==> config.mk <==
export PLATFORM = sky130hd
export DESIGN_NAME = usb_device_ctl
export DESIGN_NICKNAME = d
export VERILOG_FILES = /design/src/usb_ctl_pkg.sv /design/src/usb_fifo_ram.sv /design/src/usb_device_ctl.sv
export SDC_FILE = /design/constraint.sdc
export NUM_CORES = 2
export LEC_CHECK = 0
export BUFFER_PORTS_ARGS = -buffer_cell sky130_fd_sc_hd__buf_4
export CAP_MARGIN = 10
export CORE_MARGIN = 4
export CORE_UTILIZATION = 60
export CTS_BUF_LIST = sky130_fd_sc_hd__clkbuf_4
export CTS_CLUSTER_DIAMETER = 40
export CTS_CLUSTER_SIZE = 16
export DETAILED_ROUTE_END_ITERATION = 10
export PLACE_DENSITY = 0.86
export SETUP_SLACK_MARGIN = 0.1
export SLEW_MARGIN = 20
export SYNTH_ARGS = -nofsm -noshare
export SYNTH_HDL_FRONTEND = slang
export SYNTH_HIERARCHICAL = 1
export SYNTH_SLANG_ARGS = --single-unit
==> constraint.sdc <==
create_clock -name clk_sys -period 8.37 [get_ports clk_sys]
set_clock_uncertainty 0.1 [all_clocks]
set_input_delay 0.837 -clock clk_sys [delete_from_list [all_inputs] [get_ports clk_sys]]
set_output_delay 0.837 -clock clk_sys [all_outputs]
set_load 0.005 [all_outputs]
==> src/usb_ctl_pkg.sv <==
// Package with register map, fields, reset values and sizes of the USB device control block
// What this block does
// (RULE1) Endpoint FIFO port read pops one byte, write pushes one byte; an endpoint 1 port read pops nothing while ep1_split is low.
// (RULE2) Split endpoint: port reads pop OUT FIFO, port writes push IN FIFO.
// (RULE3) Seven-bit function address; new value used only after current transfer ends.
// (RULE4) Address pending bit seven sets on write, clears when address takes effect.
// (RULE5) Bus reset: status set, address zero, FIFOs flushed, index zeroed, irq setup.
// (RULE6) Writing one to core reset bit resets every USB register to default.
// (RULE7) Suspend detect enabled: suspend signaling sets suspend flag; suspend interrupt needs its enable, which no reset sets.
// (RULE8) Suspend ends on resume, bus reset, device reset or core reset.
// (RULE9) Resume signaling while suspended raises resume interrupt when enabled.
// (RULE10) Software clears resume bit ten to fifteen milliseconds after setting it.
// (RULE11) Iso update: hold new iso IN packets until next SOF, else zero-length.
// (RULE12) Core inhibited after power-on; only power-on or core reset sets inhibit again.
// (RULE13) Software configures clock, reset, transceiver, interrupts, then clears inhibit.
// (RULE14) Last frame number kept: low byte and high bits in read-only registers.
// (RULE15) Interrupt request asserted while any interrupt flag is set.
// (RULE16) Reading an interrupt flag register returns it and clears all its flags.
// (RULE17) IN flags: ep0 bit 0, ep1 IN bit 1; OUT flags: ep1 OUT bit 1.
// (RULE18) Suspend flag clears when resume bit cleared or bus resume detected.
package usb_ctl_pkg;
  // ==========================================================================
  // Register offsets
  localparam logic [5:0] ADDR_FUNC_ADDR  = 6'h00;
  localparam logic [5:0] ADDR_POWER      = 6'h01;
  localparam logic [5:0] ADDR_IN_FLAGS   = 6'h02;
  localparam logic [5:0] ADDR_COMMON     = 6'h06;
  localparam logic [5:0] ADDR_OUT_FLAGS  = 6'h04;
  localparam logic [5:0] ADDR_FRAME_LO   = 6'h0C;
  localparam logic [5:0] ADDR_FRAME_HI   = 6'h0D;
  localparam logic [5:0] ADDR_INDEX      = 6'h0E;
  localparam logic [5:0] ADDR_FIFO_EP0   = 6'h20;
  localparam logic [5:0] ADDR_FIFO_EP1   = 6'h21;
  // ==========================================================================
  // Reset values
  localparam logic [7:0] RST_FUNC_ADDR   = 8'h00;
  localparam logic [7:0] RST_POWER       = 8'h10;
  localparam logic [7:0] RST_IN_IE       = 8'h03;
  localparam logic [7:0] RST_OUT_IE      = 8'h02;
  localparam logic [3:0] RST_COMMON_IE   = 4'h6;
  localparam logic [3:0] BUSRST_COMMON_IE = 4'hE;
  // ==========================================================================
  // Power register field positions
  localparam int P_SUSPEND_EN  = 0;
  localparam int P_SUSPEND_ST  = 1;
  localparam int P_RESUME      = 2;
  localparam int P_CORE_RST    = 3;
  localparam int P_INHIBIT     = 4;
  localparam int P_ISO_SYNC    = 7;
  // Common flag positions
  localparam int C_SUSPEND = 0;
  localparam int C_RESUME  = 1;
  localparam int C_RESET   = 2;
  localparam int C_SOF     = 3;
  // Flag positions in endpoint flag registers
  localparam int F_EP0     = 0;
  localparam int F_EP1     = 1;
  // ==========================================================================
  // Sizes
  localparam int FIFO_EP0_DEPTH = 64;
  localparam int FIFO_IN1_DEPTH = 64;
  localparam int FIFO_OUT1_DEPTH = 128;
  localparam int FRAME_W = 11;
endpackage

==> src/usb_fifo_ram.sv <==
// Byte FIFO with registered read data, used for each endpoint buffer
`timescale 1ns/1ps
`default_nettype none
module usb_fifo_ram #(
  parameter int DEPTH = 64
) (
  input  wire logic       clk_sys,
  input  wire logic       clr,
  input  wire logic       push,
  input  wire logic [7:0] push_data,
  input  wire logic       pop,
  output logic [7:0]      pop_data,
  output logic            empty,
  output logic            full
);
  localparam int AW = $clog2(DEPTH);
  logic [7:0]  mem [DEPTH];
  logic [AW:0] wr_q;
  logic [AW:0] rd_q;

  // ==========================================================================
  // Pointers; extra bit tells full from empty
  assign empty = (wr_q == rd_q);
  assign full  = (wr_q[AW] != rd_q[AW]) && (wr_q[AW-1:0] == rd_q[AW-1:0]);

  // Write side; pushes into a full buffer are dropped
  always_ff @(posedge clk_sys)
  begin
    if (clr)
      wr_q <= '0;
    else if (push && !full)
    begin
      mem[wr_q[AW-1:0]] <= push_data;
      wr_q <= wr_q + 1'b1;
    end
  end

  // Read side; data registered, popping empty returns zero
  always_ff @(posedge clk_sys)
  begin
    if (clr)
    begin
      rd_q     <= '0;
      pop_data <= 8'h00;
    end
    else if (pop)
    begin
      if (!empty)
      begin
        pop_data <= mem[rd_q[AW-1:0]];
        rd_q     <= rd_q + 1'b1;
      end
      else
        pop_data <= 8'h00;
    end
  end
endmodule
`default_nettype wire

==> src/usb_device_ctl.sv <==
// Top of the USB device control block: registers, power management, FIFO ports
`timescale 1ns/1ps
`default_nettype none
module usb_device_ctl
  import usb_ctl_pkg::*;
#(
  parameter int EP0_DEPTH  = usb_ctl_pkg::FIFO_EP0_DEPTH,
  parameter int IN1_DEPTH  = usb_ctl_pkg::FIFO_IN1_DEPTH,
  parameter int OUT1_DEPTH = usb_ctl_pkg::FIFO_OUT1_DEPTH
) (
  input  wire logic       clk_sys,
  input  wire logic       rst,
  // Processor register port
  input  wire logic [5:0] reg_addr,
  input  wire logic       reg_wr,
  input  wire logic       reg_rd,
  input  wire logic [7:0] reg_wdata,
  output logic [7:0]      reg_rdata,
  output logic            reg_rvalid,
  // Events from the serial engine, one-cycle pulses; sof_frame and the ep1_split and ep1_iso modes are levels
  input  wire logic       bus_reset_det,
  input  wire logic       bus_suspend_det,
  input  wire logic       bus_resume_det,
  input  wire logic       sof_det,
  input  wire logic [10:0] sof_frame,
  input  wire logic       transfer_end,
  input  wire logic       ep0_event,
  input  wire logic       in1_event,
  input  wire logic       out1_event,
  input  wire logic       ep1_split,
  input  wire logic       ep1_iso,
  // Serial engine FIFO side
  input  wire logic       sie_ep0_push,
  input  wire logic       sie_ep0_pop,
  input  wire logic       sie_out1_push,
  input  wire logic       sie_in1_pop,
  input  wire logic [7:0] sie_wdata,
  output logic [7:0]      sie_ep0_rdata,
  output logic [7:0]      sie_in1_rdata,
  output logic            ep0_empty,
  output logic            in1_empty,
  output logic            out1_full,
  // In-token answer control for iso endpoint
  input  wire logic       iso_in_loaded,
  output logic            iso_send_zlp,
  // Device state
  output logic [6:0]      match_addr,
  output logic            core_inhibit,
  output logic            suspend_state_flag,
  output logic            resume_drive,
  output logic            usb_irq
);
  import usb_ctl_pkg::*;

  // ==========================================================================
  // Registers
  logic [6:0] addr_active_q;
  logic [6:0] addr_new_q;
  logic       addr_pend_q;
  logic       iso_sync_q;
  logic       inhibit_q;
  logic       resume_q;
  logic       suspend_q;
  logic       suspend_en_q;
  logic       bus_rst_st_q;
  logic [7:0] in_flags_q;
  logic [7:0] out_flags_q;
  logic [3:0] common_q;
  logic [7:0] in_ie_q;
  logic [7:0] out_ie_q;
  logic [3:0] common_ie_q;
  logic [7:0] index_q;
  logic [10:0] frame_q;
  logic       iso_held_q;
  logic       core_rst_q;
  logic [7:0] rdata_d;

  logic wr_hit;
  logic rd_hit;
  logic hard_rst;
  logic soft_clr;

  assign wr_hit = reg_wr && !inhibit_q;
  assign rd_hit = reg_rd;

  // ==========================================================================
  // Core reset: one-cycle pulse that resets all registers except the read-data pipeline next cycle
  // Registered so the write that asks for it completes cleanly first
  always_ff @(posedge clk_sys)
  begin
    if (rst)
      core_rst_q <= 1'b0;
    // (RULE6) Core reset trigger
    else
      core_rst_q <= reg_wr && (reg_addr == ADDR_POWER) && reg_wdata[P_CORE_RST];
  end

  // (RULE6) Whole core back to defaults
  assign hard_rst = rst || core_rst_q;
  // (RULE5) Bus reset clear
  assign soft_clr = hard_rst || bus_reset_det;

  // ==========================================================================
  // Function address with deferred update
  always_ff @(posedge clk_sys)
  begin
    if (soft_clr)
    begin
      addr_active_q <= RST_FUNC_ADDR[6:0];
      addr_new_q    <= RST_FUNC_ADDR[6:0];
      addr_pend_q   <= 1'b0;
    end
    // (RULE3) Store new address only
    else if (wr_hit && reg_addr == ADDR_FUNC_ADDR)
    begin
      addr_new_q  <= reg_wdata[6:0];
      // (RULE4) Pending on write
      addr_pend_q <= 1'b1;
    end
    // (RULE3) Take effect at transfer end
    else if (addr_pend_q && transfer_end)
    begin
      addr_active_q <= addr_new_q;
      // (RULE4) Pending clears on effect
      addr_pend_q   <= 1'b0;
    end
  end

  assign match_addr = addr_active_q;

  // ==========================================================================
  // Inhibit: set only by device reset or core reset
  always_ff @(posedge clk_sys)
  begin
    if (hard_rst)
      inhibit_q <= RST_POWER[P_INHIBIT];
    // (RULE12) Software may only clear it
    else if (reg_wr && reg_addr == ADDR_POWER && !reg_wdata[P_INHIBIT])
      inhibit_q <= 1'b0;
  end

  assign core_inhibit = inhibit_q;

  // ==========================================================================
  // Power control bits
  always_ff @(posedge clk_sys)
  begin
    if (hard_rst)
    begin
      iso_sync_q   <= RST_POWER[P_ISO_SYNC];
      resume_q     <= RST_POWER[P_RESUME];
      suspend_en_q <= RST_POWER[P_SUSPEND_EN];
    end
    else if (reg_wr && reg_addr == ADDR_POWER)
    begin
      iso_sync_q   <= reg_wdata[P_ISO_SYNC];
      resume_q     <= reg_wdata[P_RESUME];
      suspend_en_q <= reg_wdata[P_SUSPEND_EN];
    end
  end

  // (RULE10) Software times the resume pulse
  assign resume_drive = resume_q;

  // Bus reset status follows the detector until the next suspend, resume or SOF
  always_ff @(posedge clk_sys)
  begin
    if (hard_rst)
      bus_rst_st_q <= 1'b0;
    // (RULE5) Reset status set
    else if (bus_reset_det)
      bus_rst_st_q <= 1'b1;
    else if (bus_suspend_det || bus_resume_det || sof_det)
      bus_rst_st_q <= 1'b0;
  end

  // ==========================================================================
  // Suspend state
  always_ff @(posedge clk_sys)
  begin
    // (RULE8) Resets end suspend
    if (soft_clr)
      suspend_q <= 1'b0;
    // (RULE7) Enter suspend
    else if (bus_suspend_det && suspend_en_q && !suspend_q)
      suspend_q <= 1'b1;
    // (RULE18) Resume clears flag
    else if (bus_resume_det ||
             (reg_wr && reg_addr == ADDR_POWER && resume_q && !reg_wdata[P_RESUME]))
      suspend_q <= 1'b0;
  end

  assign suspend_state_flag = suspend_q;

  // ==========================================================================
  // Interrupt enables; bus reset turns on all but suspend
  always_ff @(posedge clk_sys)
  begin
    if (hard_rst)
    begin
      in_ie_q     <= RST_IN_IE;
      out_ie_q    <= RST_OUT_IE;
      common_ie_q <= RST_COMMON_IE;
    end
    // (RULE5) Enable all except suspend
    else if (bus_reset_det)
    begin
      in_ie_q     <= RST_IN_IE;
      out_ie_q    <= RST_OUT_IE;
      common_ie_q <= BUSRST_COMMON_IE;
    end
  end

  // ==========================================================================
  // Flag registers: set wins over read clear
  always_ff @(posedge clk_sys)
  begin
    if (hard_rst)
    begin
      in_flags_q  <= 8'h00;
      out_flags_q <= 8'h00;
    end
    // (RULE5) Flags cleared on bus reset
    else if (bus_reset_det)
    begin
      in_flags_q  <= 8'h00;
      out_flags_q <= 8'h00;
    end
    else
    begin
      // (RULE16) Read clears; (RULE17) bit layout
      if (rd_hit && reg_addr == ADDR_IN_FLAGS)
        in_flags_q <= 8'h00;
      if (rd_hit && reg_addr == ADDR_OUT_FLAGS)
        out_flags_q <= 8'h00;
      if (ep0_event && in_ie_q[F_EP0])
        in_flags_q[F_EP0] <= 1'b1;
      if (in1_event && in_ie_q[F_EP1])
        in_flags_q[F_EP1] <= 1'b1;
      if (out1_event && out_ie_q[F_EP1])
        out_flags_q[F_EP1] <= 1'b1;
    end
  end

  // Common flags
  always_ff @(posedge clk_sys)
  begin
    if (hard_rst)
      common_q <= 4'h0;
    else
    begin
      if (rd_hit && reg_addr == ADDR_COMMON)
        common_q <= 4'h0;
      // (RULE5) Reset interrupt if enabled
      if (bus_reset_det)
        common_q <= {1'b0, common_ie_q[C_RESET], 2'b00};
      else
      begin
        // (RULE7) Suspend interrupt
        if (bus_suspend_det && suspend_en_q && !suspend_q && common_ie_q[C_SUSPEND])
          common_q[C_SUSPEND] <= 1'b1;
        // (RULE9) Resume interrupt
        if (bus_resume_det && suspend_q && common_ie_q[C_RESUME])
          common_q[C_RESUME] <= 1'b1;
        if (sof_det && common_ie_q[C_SOF])
          common_q[C_SOF] <= 1'b1;
      end
    end
  end

  // (RULE15) Any flag raises request
  assign usb_irq = (|in_flags_q) || (|out_flags_q) || (|common_q);

  // ==========================================================================
  // Index register, cleared on bus reset
  always_ff @(posedge clk_sys)
  begin
    if (soft_clr)
      index_q <= 8'h00;
    else if (wr_hit && reg_addr == ADDR_INDEX)
      index_q <= reg_wdata;
  end

  // ==========================================================================
  // Frame number capture
  always_ff @(posedge clk_sys)
  begin
    if (hard_rst)
      frame_q <= '0;
    // (RULE14) Keep last frame
    else if (sof_det && !inhibit_q)
      frame_q <= sof_frame;
  end

  // ==========================================================================
  // Iso update hold: a loaded packet waits for the next SOF
  always_ff @(posedge clk_sys)
  begin
    if (soft_clr)
      iso_held_q <= 1'b0;
    // (RULE11) Hold new iso packet; a load at SOF waits for the next one
    else if (iso_sync_q && iso_in_loaded)
      iso_held_q <= 1'b1;
    else if (sof_det)
      iso_held_q <= 1'b0;
  end

  // (RULE11) Zero-length answer before SOF
  assign iso_send_zlp = iso_sync_q && ep1_iso && iso_held_q;

  // ==========================================================================
  // FIFO port decode
  logic cpu_ep0_rd;
  logic cpu_ep0_wr;
  logic cpu_ep1_rd;
  logic cpu_ep1_wr;
  logic [7:0] ep0_rdata;
  logic [7:0] out1_rdata;
  logic in1_full;
  logic out1_empty;
  logic ep0_full;

  // (RULE1) One byte per access
  assign cpu_ep0_rd = rd_hit && reg_addr == ADDR_FIFO_EP0;
  assign cpu_ep0_wr = wr_hit && reg_addr == ADDR_FIFO_EP0;
  // (RULE2) Split direction steering
  assign cpu_ep1_rd = rd_hit && reg_addr == ADDR_FIFO_EP1 && ep1_split;
  assign cpu_ep1_wr = wr_hit && reg_addr == ADDR_FIFO_EP1;

  // Endpoint 0 is one buffer shared by both directions
  usb_fifo_ram #(.DEPTH(EP0_DEPTH)) u_ep0 (
    .clk_sys   (clk_sys),
    .clr       (soft_clr),
    .push      (cpu_ep0_wr || sie_ep0_push),
    .push_data (cpu_ep0_wr ? reg_wdata : sie_wdata),
    .pop       (cpu_ep0_rd || sie_ep0_pop),
    .pop_data  (ep0_rdata),
    .empty     (ep0_empty),
    .full      (ep0_full)
  );

  usb_fifo_ram #(.DEPTH(IN1_DEPTH)) u_in1 (
    .clk_sys   (clk_sys),
    .clr       (soft_clr),
    .push      (cpu_ep1_wr),
    .push_data (reg_wdata),
    .pop       (sie_in1_pop),
    .pop_data  (sie_in1_rdata),
    .empty     (in1_empty),
    .full      (in1_full)
  );

  usb_fifo_ram #(.DEPTH(OUT1_DEPTH)) u_out1 (
    .clk_sys   (clk_sys),
    .clr       (soft_clr),
    .push      (sie_out1_push),
    .push_data (sie_wdata),
    .pop       (cpu_ep1_rd),
    .pop_data  (out1_rdata),
    .empty     (out1_empty),
    .full      (out1_full)
  );

  assign sie_ep0_rdata = ep0_rdata;

  // ==========================================================================
  // Read data mux; FIFO reads are answered one cycle later from RAM output
  logic fifo_rd_q;
  logic fifo_sel_q;
  logic [7:0] rdata_q;
  logic rvalid_q;

  always_comb
  begin
    rdata_d = 8'h00;
    if (reg_addr == ADDR_FUNC_ADDR)
      rdata_d = {addr_pend_q, addr_new_q};
    else if (reg_addr == ADDR_POWER)
      rdata_d = {iso_sync_q, 2'b00, inhibit_q, bus_rst_st_q, resume_q, suspend_q, suspend_en_q};
    else if (reg_addr == ADDR_IN_FLAGS)
      rdata_d = in_flags_q;
    else if (reg_addr == ADDR_OUT_FLAGS)
      rdata_d = out_flags_q;
    else if (reg_addr == ADDR_COMMON)
      rdata_d = {4'h0, common_q};
    else if (reg_addr == ADDR_FRAME_LO)
      rdata_d = frame_q[7:0];
    else if (reg_addr == ADDR_FRAME_HI)
      rdata_d = {5'b00000, frame_q[10:8]};
    else if (reg_addr == ADDR_INDEX)
      rdata_d = index_q;
  end

  always_ff @(posedge clk_sys)
  begin
    if (rst)
    begin
      rdata_q    <= 8'h00;
      rvalid_q   <= 1'b0;
      fifo_rd_q  <= 1'b0;
      fifo_sel_q <= 1'b0;
    end
    else
    begin
      rvalid_q   <= reg_rd && !(reg_addr == ADDR_FIFO_EP0 || reg_addr == ADDR_FIFO_EP1);
      fifo_rd_q  <= reg_rd && (reg_addr == ADDR_FIFO_EP0 || reg_addr == ADDR_FIFO_EP1);
      fifo_sel_q <= (reg_addr == ADDR_FIFO_EP1);
      if (reg_rd)
        rdata_q <= rdata_d;
    end
  end

  // Flag reads hand back the value before their clear lands
  assign reg_rvalid = rvalid_q || fifo_rd_q;
  assign reg_rdata  = fifo_rd_q ? (fifo_sel_q ? out1_rdata : ep0_rdata) : rdata_q;
endmodule
`default_nettype wire

After elaboration in Yosys (flattened, before gate mapping)
Memory sizes are Yosys's and may differ from the RTL's. A register that Yosys moved wholly into a read port is not among the register bits.
Index checks and enable logic that the tools add are counted.
{ "classes": {"n_mux": 46, "reduce_logical": 70, "addsub": 6, "eq_ne": 18, "n_bitwise": 4} }
{ "op_table": {"columns": ["op", "n"], "rows": [
  ["$mux W8", 14],
  ["$logic_and A1 B1 Y1", 33],
  ["$add A7 B1 Y7 const B", 4],
  ["$mux W6", 4],
  ["$mux W1", 23],
  ["$eq A7 B7 Y1", 3],
  ["$reduce_bool A2 Y1", 10],
  ["$eq A6 B4 Y1 const B", 3],
  ["$add A8 B1 Y8 const B", 2],
  ["$mux W7", 2],
  ["$eq A6 B3 Y1 const B", 2],
  ["$eq A6 B6 Y1", 2],
  ["$eq A6 B6 Y1 const B", 2],
  ["$logic_or A1 B1 Y1", 11],
  ["$eq A8 B8 Y1", 1],
  ["$logic_not A1 Y1", 8],
  ["$reduce_and A2 Y1", 4],
  ["$eq A6 B1 Y1 const B", 1],
  ["$eq A6 B2 Y1 const B", 1],
  ["$logic_not A6 Y1", 1],
  ["$mux W2", 2],
  ["$mux W4", 1],
  ["$not A1 Y1", 4],
  ["$reduce_or A2 Y1", 2],
  ["other kinds (2)", 4]
]} }
{ "word_totals": {"memories": 3, "input_bits": 52, "ram_bits": 2048, "reg_bits": 129, "word_cells": 181, "out_inout_bits": 40} }
{ "memory_table": {"columns": ["name", "depth", "width", "read_ports", "rd_ports_with_merged_regs", "write_ports", "line", "source"], "rows": [
  ["u_out1.mem", 128, 8, 1, 1, 1, "usb_fifo_ram.sv:17", "logic [7:0] mem [DEPTH];"],
  ["u_ep0.mem", 64, 8, 1, 1, 1, "usb_fifo_ram.sv:17", null],
  ["u_in1.mem", 64, 8, 1, 1, 1, "usb_fifo_ram.sv:17", null]
]} }

Depth between registers and ports, before layout
{ "depth": {"depth_word": 9, "ltp_mapped": 10, "mapped_depth_nobuf": 10} }

Modules after synthesis
The synthesis kept the hierarchy.
{ "by_module_without_submodules": {"columns": ["mod", "instances", "cells_each", "area_per_inst_um2"], "rows": [
  ["usb_fifo_ram at u_ep0 ...", 2, 983, 20910.1],
  ["usb_fifo_ram at u_out1", 1, 1951, 40885.5],
  ["usb_device_ctl", 1, 341, 2915.3]
]} }

Least setup slack after synthesis
No wires, ideal clock.
{ "synth_path": {"kind": "input to register", "startpoint": "input port reg_addr[2]", "endpoint": "memory u_ep0.mem[58][0] (enable)", "path_stages": 9, "path_buffers": 1, "arrival_time_ns": 3.308, "required_time_ns": 7.899, "slack_ns": 4.591, "setup_ns": 0.371, "path_cell_list": "or2_4 or4b_4 nor3_4 or2_2 inv_1 a31oi_2 buf_2 nand4b_1 nor2_1"} }
{ "synth_via": {"elab_chain_len": 7} }
{ "synth_rtl": {"columns": ["element", "line", "source"], "rows": [
  ["start, declared", "usb_device_ctl.sv:14", "input wire logic [5:0] reg_addr,"],
  ["$eq A6 B6 Y1", "usb_device_ctl.sv:325", "assign cpu_ep0_wr = wr_hit && reg_addr == ADDR_FIFO_EP0;"],
  ["$logic_and A1 B1 Y1", "usb_device_ctl.sv:325", null],
  ["$logic_or A1 B1 Y1", "usb_device_ctl.sv:334", ".push (cpu_ep0_wr || sie_ep0_push),"],
  ["$logic_and A1 B1 Y1", "usb_fifo_ram.sv:31", "else if (push && !full)"],
  ["$mux W1", "usb_fifo_ram.sv:31", null],
  ["$mux W1", "usb_fifo_ram.sv:29", "if (clr)"],
  ["$mux W1 (implied by the code)", "usb_fifo_ram.sv:33", "mem[wr_q[AW-1:0]] <= push_data;"],
  ["end, declared", "usb_fifo_ram.sv:17", null]
]} }
Every way passes these cells.

Worst setup path after layout
{ "layout_path": {"startpoint": "input port reg_addr[3]", "endpoint": "memory u_ep0.mem[45][5] (enable)"} }
Same word-level chain as after synthesis.

==> results by group <==
Synth
  • Mapped Cells: 4,256
  • Synthesized cell area: 85,600 sq um
  • Synth warn: 6
  • Post-Syn Area per Cell: 20.1 sq um
  • Syn nets: 4,314

Critical path
  • Critical Path Fanout Max: 16
  • Crit path kind: input port to register
  • RR Endpoint: u_ep0/mem[45][5]
  • Slowest CP cell: nand4b_1
  • CP arrival: 5900 ps
  • R2r worst-path depth: 7
  • Largest stage delay on the critical path: 1060 ps
  • Critical path's top delay family: simple AND/OR/NAND/NOR gates
  • CP Launch Point: reg_addr[3]
  • R2R Path Start: core_inhibit
  • Critical Path End Type: register
  • R2r setup slk: 3620 ps
  • Startpoint types: input port
  • Cell Chain, Critical Path: dlygate4sd3_1 -> buf_4 -> or2_4 -> or4b_4 -> nor3_4 -> or2_2 -> inv_1 -> a31oi_2 -> nand4b_1 -> nor2_1
  • WP buf/inv: 3
  • CP Data Required Time: 9220 ps

Clocking
  • CTS sink cnt: 2,195
  • Setup bufs post-CTS: 0
  • CTS tree: done
  • Clock network latency to the later pin of the worst-skew pair: 1330 ps
  • CTS Buf Count: 204
  • Clock Tree Buf Depth: 3
  • H-Tree Depth: 4
  • Root buf cell: clkbuf_4
  • Worst-path clk slew: 130 ps

Detailed routing
  • Detailed Route WL: 206,000 um
  • DR iter-0 viols: 7,377
  • DRT antenna net count: 0
  • 1st-pass router iterations: 7
  • Via density: 6.96
  • Remaining DRCs: 0
  • Average wire per standard cell: 31.5 um
  • Via Count: 45,458

Flow run
  • Max-Cap Viols: 0

Outcome
  • Outcome: completed

STA
  • Setup Viol. Count Final: 0
  • Minimum clock period: 5050 ps
  • Max Clock Freq: 198 MHz
  • Period utilization: 60.3%
  • Final count of hold timing violations: 0
  • Setup tns final: 0 ps
  • RSZ-0062 raised after global routing: false
  • Fin. max-slew vios: 0
  • Slew @ Worst Pin: 1190 ps
  • Relative slew slack: 20.3%

GRT
  • Vias in the first global route: 44,562
  • Grt total ovfl: 0
  • Gr usage total: 28.1%
  • Initial antenna violation count: 8
  • Largest net degree at the start of global routing: 127
  • First-pass GRT wire length: 304,000 um

Power and ir drop
  • Static Leakage: 0.0276 uW
  • Worst vdd rail ir drop: 0.000123 V
  • PwrDens: 195 nW/um^2

Floorplan
  • Core ar.: 142,000 sq um
  • Die Y: 386 um
  • Ports: 92
  • Rows: 138
  • Starting Density: 60.5%
  • Die area: 149,000 sq um
  • DIE WIDTH: 386 um

Layout
  • Area growth, synth to finish: 7.46%
  • Fillers: 8,628
  • Share of layout cells above drive strength 1: 24.4%
  • Core Util, Final: 65.0%
  • Fin nets: 4,515

Hold path
  • HP Start: sie_ep0_pop
  • Hold WC Path Type: input port to register
  • Hold Crit Depth: 5

Placement
  • Routability congestion estimate from global placement: 0.922
  • HPWL after detailed placement: 126,000 um
  • Buffers on Ports: 91
cells in the final DEF, fill, tap and decap left out, types with 23 or more instances in the layout:
cell type,count
edfxtp_1,2048
mux4_2,532
nor2_1,379
clkbuf_4,235
nand2_1,140
dfxtp_1,140
buf_4,137
a22oi_1,132
dlygate4sd3_1,88
mux2i_1,82
a21oi_1,58
o22ai_1,37
mux2_2,35
o21ai_0,28
inv_6,28
nand4_1,27
nand2b_1,26
xnor2_1,25
a211oi_1,24
xor2_1,23
worst max path at each step:
stage                             endpoint  slack, ps  cells past startpoint
after floorplan           u_ep0/mem[58][0]       4590                      9
after global placement    u_ep0/mem[41][2]       3080                      9
after detailed placement  u_ep0/mem[53][5]       2820                      9
after CTS                 u_ep0/mem[53][1]       3690                     10
after global routing      u_ep0/mem[24][5]       3370                     10
final                     u_ep0/mem[45][5]       3320                     10
state kept, by name, summed over array words and instances, names as in the netlist, 8 cells and up, named ones only:
name and count:
u_ep0/pop_data 8, u_ep0/mem 512, frame_q 11, u_out1/pop_data 8, u_out1/mem 1024, u_out1/wr_q 8, u_out1/rd_q 8, index_q 8
rdata_q 8, u_in1/mem 512, u_in1/pop_data 8
power by group:
group | switching, uW | leakage [uW] | internal, uW
combinational | 284 | 0.00632 | 87.9
clock | 3650 | 0.00173 | 1940
sequential | 11.9 | 0.0196 | 12000
total | 3940 | 0.0276 | 14000
what timing repair did:
item,in CTS,in global routing
resized for setup,0,0
endpoints found under the hold margin,483,0
hold buffers,88,0
final cells by class:
class	count	area [sq um]	share of cell area (%)
Antenna cell	14	35.0	0.0381
Clock buffer	235	1760	1.92
Clock inverter	142	1420	1.54
Inverter	15	56.3	0.0612
Multi-Input combinational cell	1813	19900	21.7
Sequential cell	2195	64500	70.1
Tap cell	1890	2360	2.57
Timing Repair Buffer	228	1970	2.14
through the flow:
stage          hold WS, ps  setup WS (ps)  total power [uW]  std cells  cell area (sq um)
2_1_floorplan          331           4590             12300       4256              85600
3_3_place_gp           340           3080             12600       6053              87900
3_5_place_dp           349           2820             12600       6053              87900
4_1_cts               80.2           3690             18000       6518              91900
5_1_grt                114           3370             18500       6531              92000
6_report               199           3320             17900       6532              92000
worst register-to-register path, stage by stage (launching register included):
cell and delay (ps):
dfxtp_1 410, nand2b_1 300, nor3_4 620, or2_2 230, inv_1 60, a31oi_2 640, nand4b_1 1060, nor2_1 950
per-layer routing:
layer | vias to the layer above | track usage, % | part of all wire [%]
met5 | - | 0 | 0.024
met2 | 3783 | 44.0 | 48
met4 | 8 | 9.97 | 4.0
li1 | 17999 | - | -
met3 | 562 | 6.52 | 13
met1 | 23106 | 39.6 | 35
Power figures use the tool's default switching activity.
